$ cat src/shared/bsw_pkg.sv
// Purpose: constants and types for the battery switch / watchdog block
// Assumes: 40 MHz clock, Avalon-MM register slave with 32-bit data
// Notes: long times are expressed in microseconds or milliseconds
package bsw_pkg;
   // ----------------------------------------------------------------
   // clock and timing
   // ----------------------------------------------------------------
   localparam int unsigned CLK_HZ = 40_000_000;
   localparam int unsigned DLY_SHORT_MS = 20;
   localparam int unsigned DLY_LONG_MS = 10_000;
   localparam int unsigned IRQ_PULSE_US = 256;
   localparam int unsigned IRQ_PULSE_CYC = IRQ_PULSE_US * (CLK_HZ / 1_000_000);
   localparam int unsigned RST_HOLD_MS = 10_000;
   localparam int unsigned EXIT_HOLD_MS = 800;
   localparam int unsigned RST_PULSE_MS = 250;
   localparam int unsigned WD_UNIT_MS = 1_000;
   localparam int unsigned MS_CYC = CLK_HZ / 1_000;
   localparam int unsigned CNT_W = 40;
   // ----------------------------------------------------------------
   // register offsets (byte addresses, word aligned)
   // ----------------------------------------------------------------
   localparam logic [3:0] OFF_CTRL = 4'h0;
   localparam logic [3:0] OFF_WDOG = 4'h4;
   localparam logic [3:0] OFF_CHG = 4'h8;
   localparam logic [3:0] OFF_STAT = 4'hC;
   // ctrl field positions
   localparam int REQ_LSB = 0;
   localparam int PERMIT_BIT = 2;
   localparam int DLYSEL_BIT = 3;
   localparam int OTG_BIT = 4;
   localparam int BYP_BIT = 5;
   localparam int HIZ_BIT = 6;
   localparam int REGRST_BIT = 7;
   // wdog field positions
   localparam int WDPER_LSB = 0;
   localparam int WDRST_BIT = 2;
   localparam int WDMASK_BIT = 3;
   // reset values
   localparam logic [7:0] CTRL_RST = 8'h00;
   localparam logic [1:0] WDPER_RST = 2'h1;
   localparam logic [7:0] CHARGE_CURRENT_SETTING_RST = 8'h28;
   localparam logic [31:0] UNMAPPED = 32'h0000_0000;
   // mode request codes
   localparam logic [1:0] REQ_NONE = 2'b00;
   localparam logic [1:0] REQ_SHUT = 2'b01;
   localparam logic [1:0] REQ_SHIP = 2'b10;
   localparam logic [1:0] REQ_SRST = 2'b11;

   typedef enum logic [2:0] {
      BSW_NORMAL = 3'b000,
      BSW_DELAY = 3'b001,
      BSW_SHIP_WAIT = 3'b010,
      BSW_SHIP = 3'b011,
      BSW_SHUT = 3'b100,
      BSW_SRST = 3'b101
   } bsw_state_e;

   typedef struct packed {
      logic batSwitchOn;
      logic serialOn;
      logic wakePullUp;
      logic converterHiz;
   } bsw_pwr_s;
endpackage : bsw_pkg

$ cat src/design/bsw_switch_watchdog.sv
// Purpose: battery switch mode sequencer and host watchdog
// Assumes: adapterPresent and wakeButtonN are asynchronous pins
// Notes: registers answer with one wait state
`timescale 1ns/10ps
`default_nettype none
module bsw_switch_watchdog
   import bsw_pkg::*;
#(
   parameter logic [CNT_W-1:0] DLY_LONG_CYC = CNT_W'(DLY_LONG_MS * MS_CYC),
   parameter logic [CNT_W-1:0] DLY_SHORT_CYC = CNT_W'(DLY_SHORT_MS * MS_CYC),
   parameter logic [CNT_W-1:0] RST_HOLD_CYC = CNT_W'(RST_HOLD_MS * MS_CYC),
   parameter logic [CNT_W-1:0] EXIT_HOLD_CYC = CNT_W'(EXIT_HOLD_MS * MS_CYC),
   parameter logic [CNT_W-1:0] RST_PULSE_CYC = CNT_W'(RST_PULSE_MS * MS_CYC),
   parameter logic [CNT_W-1:0] WD_UNIT_CYC = CNT_W'(WD_UNIT_MS * MS_CYC)
) (
   input wire logic clk, // 40 MHz clock
   input wire logic rst_n, // asynchronous reset, active low
   input wire logic [3:0] address, // byte address
   input wire logic read, // avalon read
   input wire logic write, // avalon write
   input wire logic [31:0] writedata, // avalon write data
   input wire logic [3:0] byteenable, // avalon byte enables
   output logic [31:0] readdata, // avalon read data
   output logic waitrequest, // avalon wait
   input wire logic adapterPresent, // adapter above undervoltage level
   input wire logic wakeButtonN, // wake button, active low
   output logic batterySwitch, // battery switch closed when high
   output logic serialEnable, // serial interface enabled
   output logic wakePullUp, // button pull-up enabled
   output logic converterHiz, // converter high impedance
   output logic hostMode, // host mode when high
   output logic safetyTimerShort, // default-mode safety timers active
   output logic chargerOff, // charger fully powered down
   output logic irqN // interrupt pulse, active low
);
   // ----------------------------------------------------------------
   // pin synchronisers
   // ----------------------------------------------------------------
   logic [1:0] adSync;
   logic [1:0] btSync;
   logic adp;
   logic btnLow;
   always_ff @(posedge clk or negedge rst_n) begin
      if (!rst_n) begin
         adSync <= 2'b00;
         btSync <= 2'b11;
      end else begin
         adSync <= {adSync[0], adapterPresent};
         btSync <= {btSync[0], wakeButtonN};
      end
   end
   assign adp = adSync[1];
   assign btnLow = !btSync[1];

   // ----------------------------------------------------------------
   // registers and bus
   // ----------------------------------------------------------------
   logic [1:0] modeReq;
   logic permit;
   logic dlySel;
   logic otgEn;
   logic bypEn;
   logic hizReg;
   logic [1:0] wdPeriod;
   logic wdMask;
   logic [7:0] chargeCurrent;
   logic wdStatus;
   logic wdFlag;
   logic ack;
   logic wrStb;
   logic rdStb;
   logic regDefault; // return ctrl, wdog and charge registers and host mode to power-on values
   logic wdExpire;
   logic wdRestart;
   logic shutReject;
   logic srstReject;
   logic clrAccessory;
   logic srstDone;
   bsw_state_e state;
   bsw_state_e next_state;

   // writes land at the edge that ends the wait; reads load one edge
   // early so that readdata already stands when the master takes it
   assign wrStb = write && ack;
   assign rdStb = read && !ack;
   assign ack = !waitrequest;

   // one wait state: waitrequest drops for the second edge of a request
   always_ff @(posedge clk or negedge rst_n) begin
      if (!rst_n) begin
         waitrequest <= 1'b1;
      end else begin
         waitrequest <= !((read || write) && waitrequest);
      end
   end

   // ctrl register, hardware overrides win over software writes
   always_ff @(posedge clk or negedge rst_n) begin
      if (!rst_n) begin
         {hizReg, bypEn, otgEn, dlySel, permit, modeReq} <= CTRL_RST[6:0];
      end else if (regDefault) begin
         {hizReg, bypEn, otgEn, dlySel, permit, modeReq} <= CTRL_RST[6:0];
      end else begin
         if (wrStb && address == OFF_CTRL && byteenable[0]) begin
            modeReq <= writedata[REQ_LSB+:2];
            permit <= writedata[PERMIT_BIT];
            dlySel <= writedata[DLYSEL_BIT];
            otgEn <= writedata[OTG_BIT];
            bypEn <= writedata[BYP_BIT];
            hizReg <= writedata[HIZ_BIT];
         end
         // a finished reset drops its code, else it would rerun forever
         if (shutReject || srstReject || srstDone) begin
            modeReq <= REQ_NONE;
         end
         if (clrAccessory) begin
            otgEn <= 1'b0;
            bypEn <= 1'b0;
         end
         if (wdExpire) begin
            hizReg <= 1'b0;
         end
      end
   end

   // watchdog and charge registers
   always_ff @(posedge clk or negedge rst_n) begin
      if (!rst_n) begin
         wdPeriod <= WDPER_RST;
         wdMask <= 1'b0;
         chargeCurrent <= CHARGE_CURRENT_SETTING_RST;
      end else if (regDefault) begin
         wdPeriod <= WDPER_RST;
         wdMask <= 1'b0;
         chargeCurrent <= CHARGE_CURRENT_SETTING_RST;
      end else if (wdExpire) begin
         chargeCurrent <= {1'b0, chargeCurrent[7:1]};
      end else if (wrStb && byteenable[0]) begin
         if (address == OFF_WDOG) begin
            wdPeriod <= writedata[WDPER_LSB+:2];
            wdMask <= writedata[WDMASK_BIT];
         end
         if (address == OFF_CHG) begin
            chargeCurrent <= writedata[7:0];
         end
      end
   end

   assign wdRestart = wrStb && address == OFF_WDOG && byteenable[0]
      && writedata[WDRST_BIT];

   // read mux; flag clears on read, set wins
   always_ff @(posedge clk or negedge rst_n) begin
      if (!rst_n) begin
         readdata <= UNMAPPED;
      end else if (rdStb) begin
         case (address)
            OFF_CTRL: readdata <= {25'h0, hizReg, bypEn, otgEn, dlySel,
               permit, modeReq};
            OFF_WDOG: readdata <= {28'h0, wdMask, 1'b0, wdPeriod};
            OFF_CHG: readdata <= {24'h0, chargeCurrent};
            OFF_STAT: readdata <= {25'h0, state, 2'b00, wdFlag, wdStatus};
            default: readdata <= UNMAPPED;
         endcase
      end
   end

   // ----------------------------------------------------------------
   // mode sequencer
   // ----------------------------------------------------------------
   logic [CNT_W-1:0] dlyCnt;
   logic [CNT_W-1:0] btnCnt;
   logic [1:0] pending;
   logic dlyDone;
   logic btnReset;
   logic btnExit;
   logic resetHoldDone;

   assign shutReject = (modeReq == REQ_SHUT) && adp;
   assign srstReject = (modeReq == REQ_SRST) && adp && !permit;
   assign srstDone = state == BSW_SRST && next_state == BSW_NORMAL;
   assign dlyDone = (dlyCnt == '0);
   assign btnReset = (btnCnt == RST_HOLD_CYC) && (permit || !adp)
      && state != BSW_SHUT && state != BSW_SHIP;
   assign btnExit = (btnCnt == EXIT_HOLD_CYC) && state == BSW_SHIP;
   assign clrAccessory = (state == BSW_DELAY && dlyDone
      && pending != REQ_SHIP) || btnReset;

   // button hold counter, saturates one past the reset hold
   always_ff @(posedge clk or negedge rst_n) begin
      if (!rst_n) begin
         btnCnt <= '0;
      end else if (!btnLow || state == BSW_SHUT) begin
         btnCnt <= '0;
      end else if (btnCnt <= RST_HOLD_CYC) begin
         btnCnt <= btnCnt + CNT_W'(1);
      end
   end

   // next-state decode
   always_comb begin
      next_state = state;
      case (state)
         BSW_NORMAL: begin
            if (btnReset) begin
               next_state = BSW_SRST; // immediate
            end else if (modeReq != REQ_NONE && !shutReject
               && !srstReject) begin
               next_state = BSW_DELAY;
            end
         end
         BSW_DELAY: begin
            if (modeReq == REQ_NONE) begin
               next_state = BSW_NORMAL;
            end else if (btnReset) begin
               next_state = BSW_SRST;
            end else if (dlyDone) begin
               case (pending)
                  REQ_SHUT: next_state = adp ? BSW_NORMAL : BSW_SHUT;
                  REQ_SHIP: next_state = adp ? BSW_SHIP_WAIT : BSW_SHIP;
                  default: next_state = BSW_SRST;
               endcase
            end
         end
         BSW_SHIP_WAIT: begin
            if (modeReq == REQ_NONE) begin
               next_state = BSW_NORMAL;
            end else if (!adp) begin
               next_state = BSW_SHIP;
            end
         end
         BSW_SHIP: begin
            if (btnExit || adp) begin
               next_state = BSW_NORMAL;
            end
         end
         BSW_SHUT: begin
            if (adp) begin
               next_state = BSW_NORMAL;
            end
         end
         BSW_SRST: begin
            if (dlyDone) begin
               next_state = BSW_NORMAL;
            end
         end
         default: next_state = BSW_NORMAL;
      endcase
   end

   // state register and delay counter
   always_ff @(posedge clk or negedge rst_n) begin
      if (!rst_n) begin
         state <= BSW_NORMAL;
         dlyCnt <= '0;
         pending <= REQ_NONE;
      end else begin
         state <= next_state;
         if (next_state == BSW_DELAY && state != BSW_DELAY) begin
            pending <= modeReq;
            dlyCnt <= dlySel ? DLY_LONG_CYC : DLY_SHORT_CYC;
         end else if (next_state == BSW_SRST && state != BSW_SRST) begin
            dlyCnt <= RST_PULSE_CYC;
         end else if (!dlyDone) begin
            dlyCnt <= dlyCnt - CNT_W'(1);
         end
      end
   end

   // wake from ship or shutdown, and the self-clearing reset bit
   assign regDefault = ((state == BSW_SHIP || state == BSW_SHUT)
      && next_state == BSW_NORMAL) || (wrStb && address == OFF_CTRL
      && byteenable[0] && writedata[REGRST_BIT]);

   // power outputs straight from flops
   always_ff @(posedge clk or negedge rst_n) begin
      if (!rst_n) begin
         batterySwitch <= 1'b1;
         serialEnable <= 1'b1;
         wakePullUp <= 1'b1;
         converterHiz <= 1'b0;
         chargerOff <= 1'b0;
      end else begin
         batterySwitch <= !(next_state == BSW_SHIP || next_state == BSW_SHUT
            || next_state == BSW_SRST || (next_state == BSW_SHIP_WAIT
            && permit));
         serialEnable <= !(next_state == BSW_SHIP
            || next_state == BSW_SHUT);
         wakePullUp <= next_state != BSW_SHUT;
         chargerOff <= next_state == BSW_SHUT;
         converterHiz <= hizReg || (next_state == BSW_SRST && adp);
      end
   end

   // ----------------------------------------------------------------
   // watchdog, default mode and interrupt pulse
   // ----------------------------------------------------------------
   logic [CNT_W-1:0] wdCnt;
   logic [CNT_W-1:0] wdLimit;
   logic [CNT_W-1:0] irqCnt;
   logic hostWrite;

   assign hostWrite = wrStb && !(address == OFF_CTRL && byteenable[0]
      && writedata[REGRST_BIT]);
   // period codes 01, 10, 11 give 50, 100, 200 watchdog units
   always_comb begin
      case (wdPeriod)
         2'b01: wdLimit = CNT_W'(50) * WD_UNIT_CYC;
         2'b10: wdLimit = CNT_W'(100) * WD_UNIT_CYC;
         default: wdLimit = CNT_W'(200) * WD_UNIT_CYC;
      endcase
   end
   assign wdExpire = hostMode && wdPeriod != 2'b00 && wdCnt >= wdLimit;

   // host/default mode and watchdog counter
   always_ff @(posedge clk or negedge rst_n) begin
      if (!rst_n) begin
         hostMode <= 1'b0;
         wdCnt <= '0;
      end else if (wdExpire || regDefault) begin
         hostMode <= 1'b0;
         wdCnt <= '0;
      end else if (hostWrite) begin
         hostMode <= 1'b1;
         wdCnt <= '0;
      end else if (hostMode && !wdRestart) begin
         wdCnt <= wdCnt + CNT_W'(1);
      end
   end

   // status and flag: set on watchdog expiry, flag clears on read
   always_ff @(posedge clk or negedge rst_n) begin
      if (!rst_n) begin
         wdStatus <= 1'b1;
         wdFlag <= 1'b1;
      end else if (wdExpire) begin
         wdStatus <= 1'b1;
         wdFlag <= 1'b1;
      end else begin
         if (hostWrite) begin
            wdStatus <= 1'b0;
         end
         if (rdStb && address == OFF_STAT) begin
            wdFlag <= 1'b0;
         end
      end
   end

   // interrupt pulse; power-up pulse ignores the mask
   always_ff @(posedge clk or negedge rst_n) begin
      if (!rst_n) begin
         irqCnt <= CNT_W'(IRQ_PULSE_CYC);
         irqN <= 1'b1;
      end else begin
         if (wdExpire && !wdMask) begin
            irqCnt <= CNT_W'(IRQ_PULSE_CYC);
         end else if (irqCnt != '0) begin
            irqCnt <= irqCnt - CNT_W'(1);
         end
         irqN <= (irqCnt == '0);
      end
   end

   // safety timers run only in default mode
   always_ff @(posedge clk or negedge rst_n) begin
      if (!rst_n) begin
         safetyTimerShort <= 1'b1;
      end else begin
         safetyTimerShort <= !hostMode;
      end
   end

   // ----------------------------------------------------------------
   // checks
   // ----------------------------------------------------------------
   // outputs are registered from next_state, so they match state at once
   chk_ship_off: assert property (
      @(posedge clk) disable iff (!rst_n)
      state == BSW_SHIP |-> !batterySwitch && !serialEnable)
      else $error("switch or serial on in ship mode");
   chk_shut_pullup: assert property (
      @(posedge clk) disable iff (!rst_n)
      state == BSW_SHUT |-> !wakePullUp && chargerOff)
      else $error("pull-up on in shutdown");
   chk_shut_reject: assert property (
      @(posedge clk) disable iff (!rst_n)
      shutReject |=> modeReq == REQ_NONE || $past(wrStb))
      else $error("shutdown request kept with adapter");
   chk_cancel_req: assert property (
      @(posedge clk) disable iff (!rst_n)
      state == BSW_DELAY && modeReq == REQ_NONE |=> state == BSW_NORMAL)
      else $error("pending action not cancelled");
   chk_wd_expire: assert property (
      @(posedge clk) disable iff (!rst_n)
      wdExpire |=> !hostMode && wdStatus && wdFlag)
      else $error("watchdog expiry not handled");
   chk_host_write: assert property (
      @(posedge clk) disable iff (!rst_n)
      hostWrite && !wdExpire && !regDefault |=> hostMode && !wdStatus)
      else $error("write did not enter host mode");
   chk_irq_start: assert property (
      @(posedge clk) disable iff (!rst_n)
      wdExpire && !wdMask |=> ##1 !irqN)
      else $error("interrupt pulse missing");
   chk_srst_hiz: assert property (
      @(posedge clk) disable iff (!rst_n)
      next_state == BSW_SRST && adp |=> converterHiz && !batterySwitch)
      else $error("reset did not open switch with converter idle");
   chk_srst_clear: assert property (
      @(posedge clk) disable iff (!rst_n)
      state == BSW_SRST && next_state == BSW_NORMAL |=> modeReq == REQ_NONE)
      else $error("reset code kept after reset completed");
   chk_halve_charge_current_setting: assert property (
      @(posedge clk) disable iff (!rst_n)
      wdExpire && !regDefault |=>
      chargeCurrent == ($past(chargeCurrent) >> 1))
      else $error("charge current not halved");
endmodule : bsw_switch_watchdog
`default_nettype wire

$ cat config.mk
export PLATFORM = sky130hd
export DESIGN_NAME = bsw_switch_watchdog
export DESIGN_NICKNAME = d
export VERILOG_FILES = /design/src/shared/bsw_pkg.sv /design/src/design/bsw_switch_watchdog.sv
export SDC_FILE = /design/constraint.sdc
export NUM_CORES = 1
export LEC_CHECK = 0
export BUFFER_PORTS_ARGS = -buffer_cell sky130_fd_sc_hd__buf_4
export CORE_AREA = 2 2 161 163
export DETAILED_ROUTE_END_ITERATION = 10
export DIE_AREA = 0 0 163 165
export GPL_TIMING_DRIVEN = 0
export SLEW_MARGIN = 0
export SYNTH_ARGS = -nofsm -noshare
export SYNTH_HDL_FRONTEND = slang
export SYNTH_SLANG_ARGS = --single-unit
$ cat constraint.sdc
create_clock -name clk -period 4.2 [get_ports clk]
set_input_delay 0.84 -clock clk [delete_from_list [all_inputs] [get_ports clk]]
set_output_delay 0.84 -clock clk [all_outputs]
set_load 0.01 [all_outputs]
==> impl_metrics.toml <==
[route]
ant_nets = 0
highest_layer = "met5"
num_vias = 8531
first_pass_iters = 5
wl_met1_um = 12400
drcViolationCount = 0
wl_um = 25000
via_per_inst = 5.39
wire_per_inst_um = 15.8
route.met3.wl_um = 921
dr_wl_met2_um = 11300
drt-initial-drc-count = 530

[placement]
placed_cell_area_sq_um = 11900
routabilityCongestion = 0.794
portBuffers = 33
placed_cells = 1540
hpwl_um = 17400
dp_worst_setup_slack_ns = 0.347

[layout]
multi_input_area_sq_um = 5620
final_nets = 1312
area_delta_synth_final_pct = 14.6
drive_gt1_share_pct = 13.0
fin_util_pct = 51.0
antenna_cells = 0
final_cells = 1583
fillers = 2347
final_design_area_no_fill_sq_um = 12800
layout.area.seq_sq_um = 5170

[worst_setup_path]
timing.rr.start = "wdPeriod[0]$_DFFE_PN1P_"
critPathMaxFanout = 10
startpoint_type = "flip-flop"
cp_slowest_cell = "nor3_1"
cp.depth = 13
reg2reg_depth = 13
path_class = "reg2reg"
required_ns = 4.58
rrSetupSlack_ns = 0.36
critical_path.endpoint_type = "flip-flop"
crit-reg2reg-capture = "wdMask$_DFFE_PN0P_"
crit_path_start = "wdPeriod[0]$_DFFE_PN1P_"
crit_family = "compound AO/OA/AOI/OAI gates"
crit_chain = "inv_1 -> ha_1 -> inv_1 -> ha_1 -> nor2b_1 -> a311o_1 -> a221oi_1 -> o221a_2 -> o22ai_1 -> buf_1 -> nor3_1 -> mux2i_1 -> nor2_1"
worst-endpoint-arrival_ns = 4.22
cpPeakStageDelay_ns = 0.59
crit_buf_inv = 3

[die]
ioPinCount = 87
rows = 58
dieHeight_um = 165
die_w_um = 163
die-area_sq_um = 26900
start_util_pct = 44.6
core_sq_um = 25000

[pwr]
p_total_mw = 5.39
p_per_area_nw_per_um2 = 422
p_leak_nw = 5.93
ir_drop_mv = 0.267

[synthesis]
synth_area_leader_cell = "dfrtp_1"
synth_top_family_by_area = "simple AND/OR/NAND/NOR gates"
synth_top_cell_area_share_pct = 42.8
synth_fa_ha_area_share_pct = 3.37
synth_edf_count = 0
synthFlopType = "dfrtp_1"
synthMuxAreaShare_pct = 2.39
synth-seq-cells = 206
postSynthCellCount = 1153
synth-xor-area-share_pct = 9.89
synth_cell_type_count = 78
ys_seq_area_share_pct = 46.4
async_reset_ff_share_pct = 100
synth_compound_area_share_pct = 8.88
postSynthAreaPerCell_sq_um = 9.67
netlist_top_cells_area = "dfrtp_1 43%, nor2_1 6.3%, xnor2_1 5.8%, xor2_1 4.1%, dfstp_2 3.5%"
ys_warn_count = 0
yosys.area_share.simple_pct = 25.0
synth_area_sq_um = 11200

[sta]
layout_setup_ws_ns = 0.363
rsz0062_at_grt = "no"
worst_slew_pin_slew_ns = 1.05
slew_viol_final = 0
hold_violations = 0
period_share_pct = 91.4
maxSlewHeadroom_pct = 29.1
skew_ns = 0.00499
setup_tns_ns = 0
max_freq_ghz = 0.261
whs_ns = 0.354
min_period_ns = 3.84
report.final.setup_viol = 0

[min_path]
hold_class = "reg2reg"
min_to = "btSync[1]$_DFF_PN1_"
hold_start = "btSync[0]$_DFF_PN1_"
hold_depth = 0

[global_routing]
grt_pass1_vias = 8284
antenna_found_initial = 1
grt_max_degree = 112
grt_pass1_wl_um = 42400
overflow = 0
grt_usage_pct = 19.2

[clock_network]
cts_setup_buffers = 0
clk_latency_ns = 0.52
clockBufferDepth = 3
cts_tree = "built"
htreeDepth = 1
cts.clk_slew.worst_paths_ns = 0.06
numCtsBuffers = 24
clock_sinks = 206
cts-root-buf = "clkbuf_16"

[job]
cap_violations = 0

[outcome]
outcome = "finished clean"
[layer usage]
layer  vias up  GRT usage (%)
met3        38           2.61
met1      4155           27.9
met5         -              0
met4         2           4.10
met2       133           30.6
li1       4203              -
[how the worst max path moves through the flow]
stage / end / slack, ns
after floorplan: wdMask$_DFFE_PN0P_ / 1.01
after global placement: irqCnt[34]$_DFFE_PN0P_ / 0.40
after detailed placement: wdMask$_DFFE_PN0P_ / 0.35
after CTS: wdMask$_DFFE_PN0P_ / 0.32
after global routing: wdMask$_DFFE_PN0P_ / 0.11
final: wdMask$_DFFE_PN0P_ / 0.36
[synth_stat cells (3+ instances only)]
library cell and count:
mux2_2 9, ha_1 30, dfstp_2 15, nand3_1 37, or3_1 24, mux2i_1 12, and4_1 8, nand4_1 16
o21bai_1 4, buf_4 29, o21a_1 5, buf_2 5, and3_1 14, a22o_1 5, o21ai_1 4, a221oi_1 3
o21ai_0 26, nor3_1 41, xnor2_1 74, or2_2 7, inv_1 33, nor2_1 186, o211ai_1 5, o31ai_1 11
a21oi_1 30, and2_1 13, nor4_1 39, nand2b_1 4, dfrtp_1 191, o21ba_2 4, or4_1 24, nor4b_1 6
nor4_2 3, a22oi_1 9, clkbuf_1 19, nand4b_1 5, xor2_1 52, a211oi_1 4, nand2_1 73, nand3b_1 3
a31oi_1 3, nor2b_1 9, nor3b_1 3, a21o_1 12
[cell type report]
class	instances	area share (%)
flip-flops and latches	206	40.5
repair buffers	34	2.21
clock buffers	34	5.79
inverters	33	0.969
well taps	330	3.23
plain buffers	56	2.60
multi-input cells	881	44.0
clock inverters	9	0.744
[logic make-up (layout without fill, tap and decap cells)]
kind of cell             after synthesis  in the layout
AND/OR/NAND/NOR                      534            534
multiplexers                          23             23
adder cells (fa/ha/maj)               30             30
flip-flops                           206            206
XOR/XNOR                             126            126
AO/OA/AOI/OAI                        144            144
buffers and inverters                 89            166
other                                  1             24
[worst register-to-register path, stage by stage (launching register included)]
cell and delay, ns:
dfstp_2 0.56, inv_1 0.08, ha_1 0.29, inv_1 0.16, ha_1 0.26, nor2b_1 0.13, a311o_1 0.32, a221oi_1 0.31
o221a_2 0.25, o22ai_1 0.13, buf_1 0.31, nor3_1 0.59, mux2i_1 0.25, nor2_1 0.05
[flip-flops by register name (all words and copies together), names as in the netlist, 2 cells and up]
register	count
readdata	8
pending	2
btnCnt	40
modeReq	2
btSync	2
dlyCnt	40
irqCnt	40
state	3
chargeCurrent	8
adSync	2
wdCnt	40
wdPeriod	2
[cell usage in the layout (no fill, tap or decap), types with 25 or more instances in the layout]
| cell | instances |
|---|---|
| nor4_1 | 39 |
| nand3_1 | 37 |
| xnor2_1 | 74 |
| o21ai_0 | 26 |
| xor2_1 | 52 |
| nand2_1 | 73 |
| ha_1 | 30 |
| clkbuf_16 | 25 |
| inv_1 | 33 |
| dfrtp_1 | 191 |
| buf_4 | 61 |
| a21oi_1 | 30 |
| nor2_1 | 186 |
| nor3_1 | 41 |
[report_power, final]
group | switching, mW | internal [mW]
Clock | 0.834 | 1.34
Combinational | 0.433 | 0.379
Sequential | 0.218 | 2.19
Total | 1.49 | 3.91
[timing repair]
action,4_1_cts,5_1_grt
setup endpoints to repair,0,1
hold buffers,0,0
gates resized for setup,0,1
(Power assumes the default switching activity.)
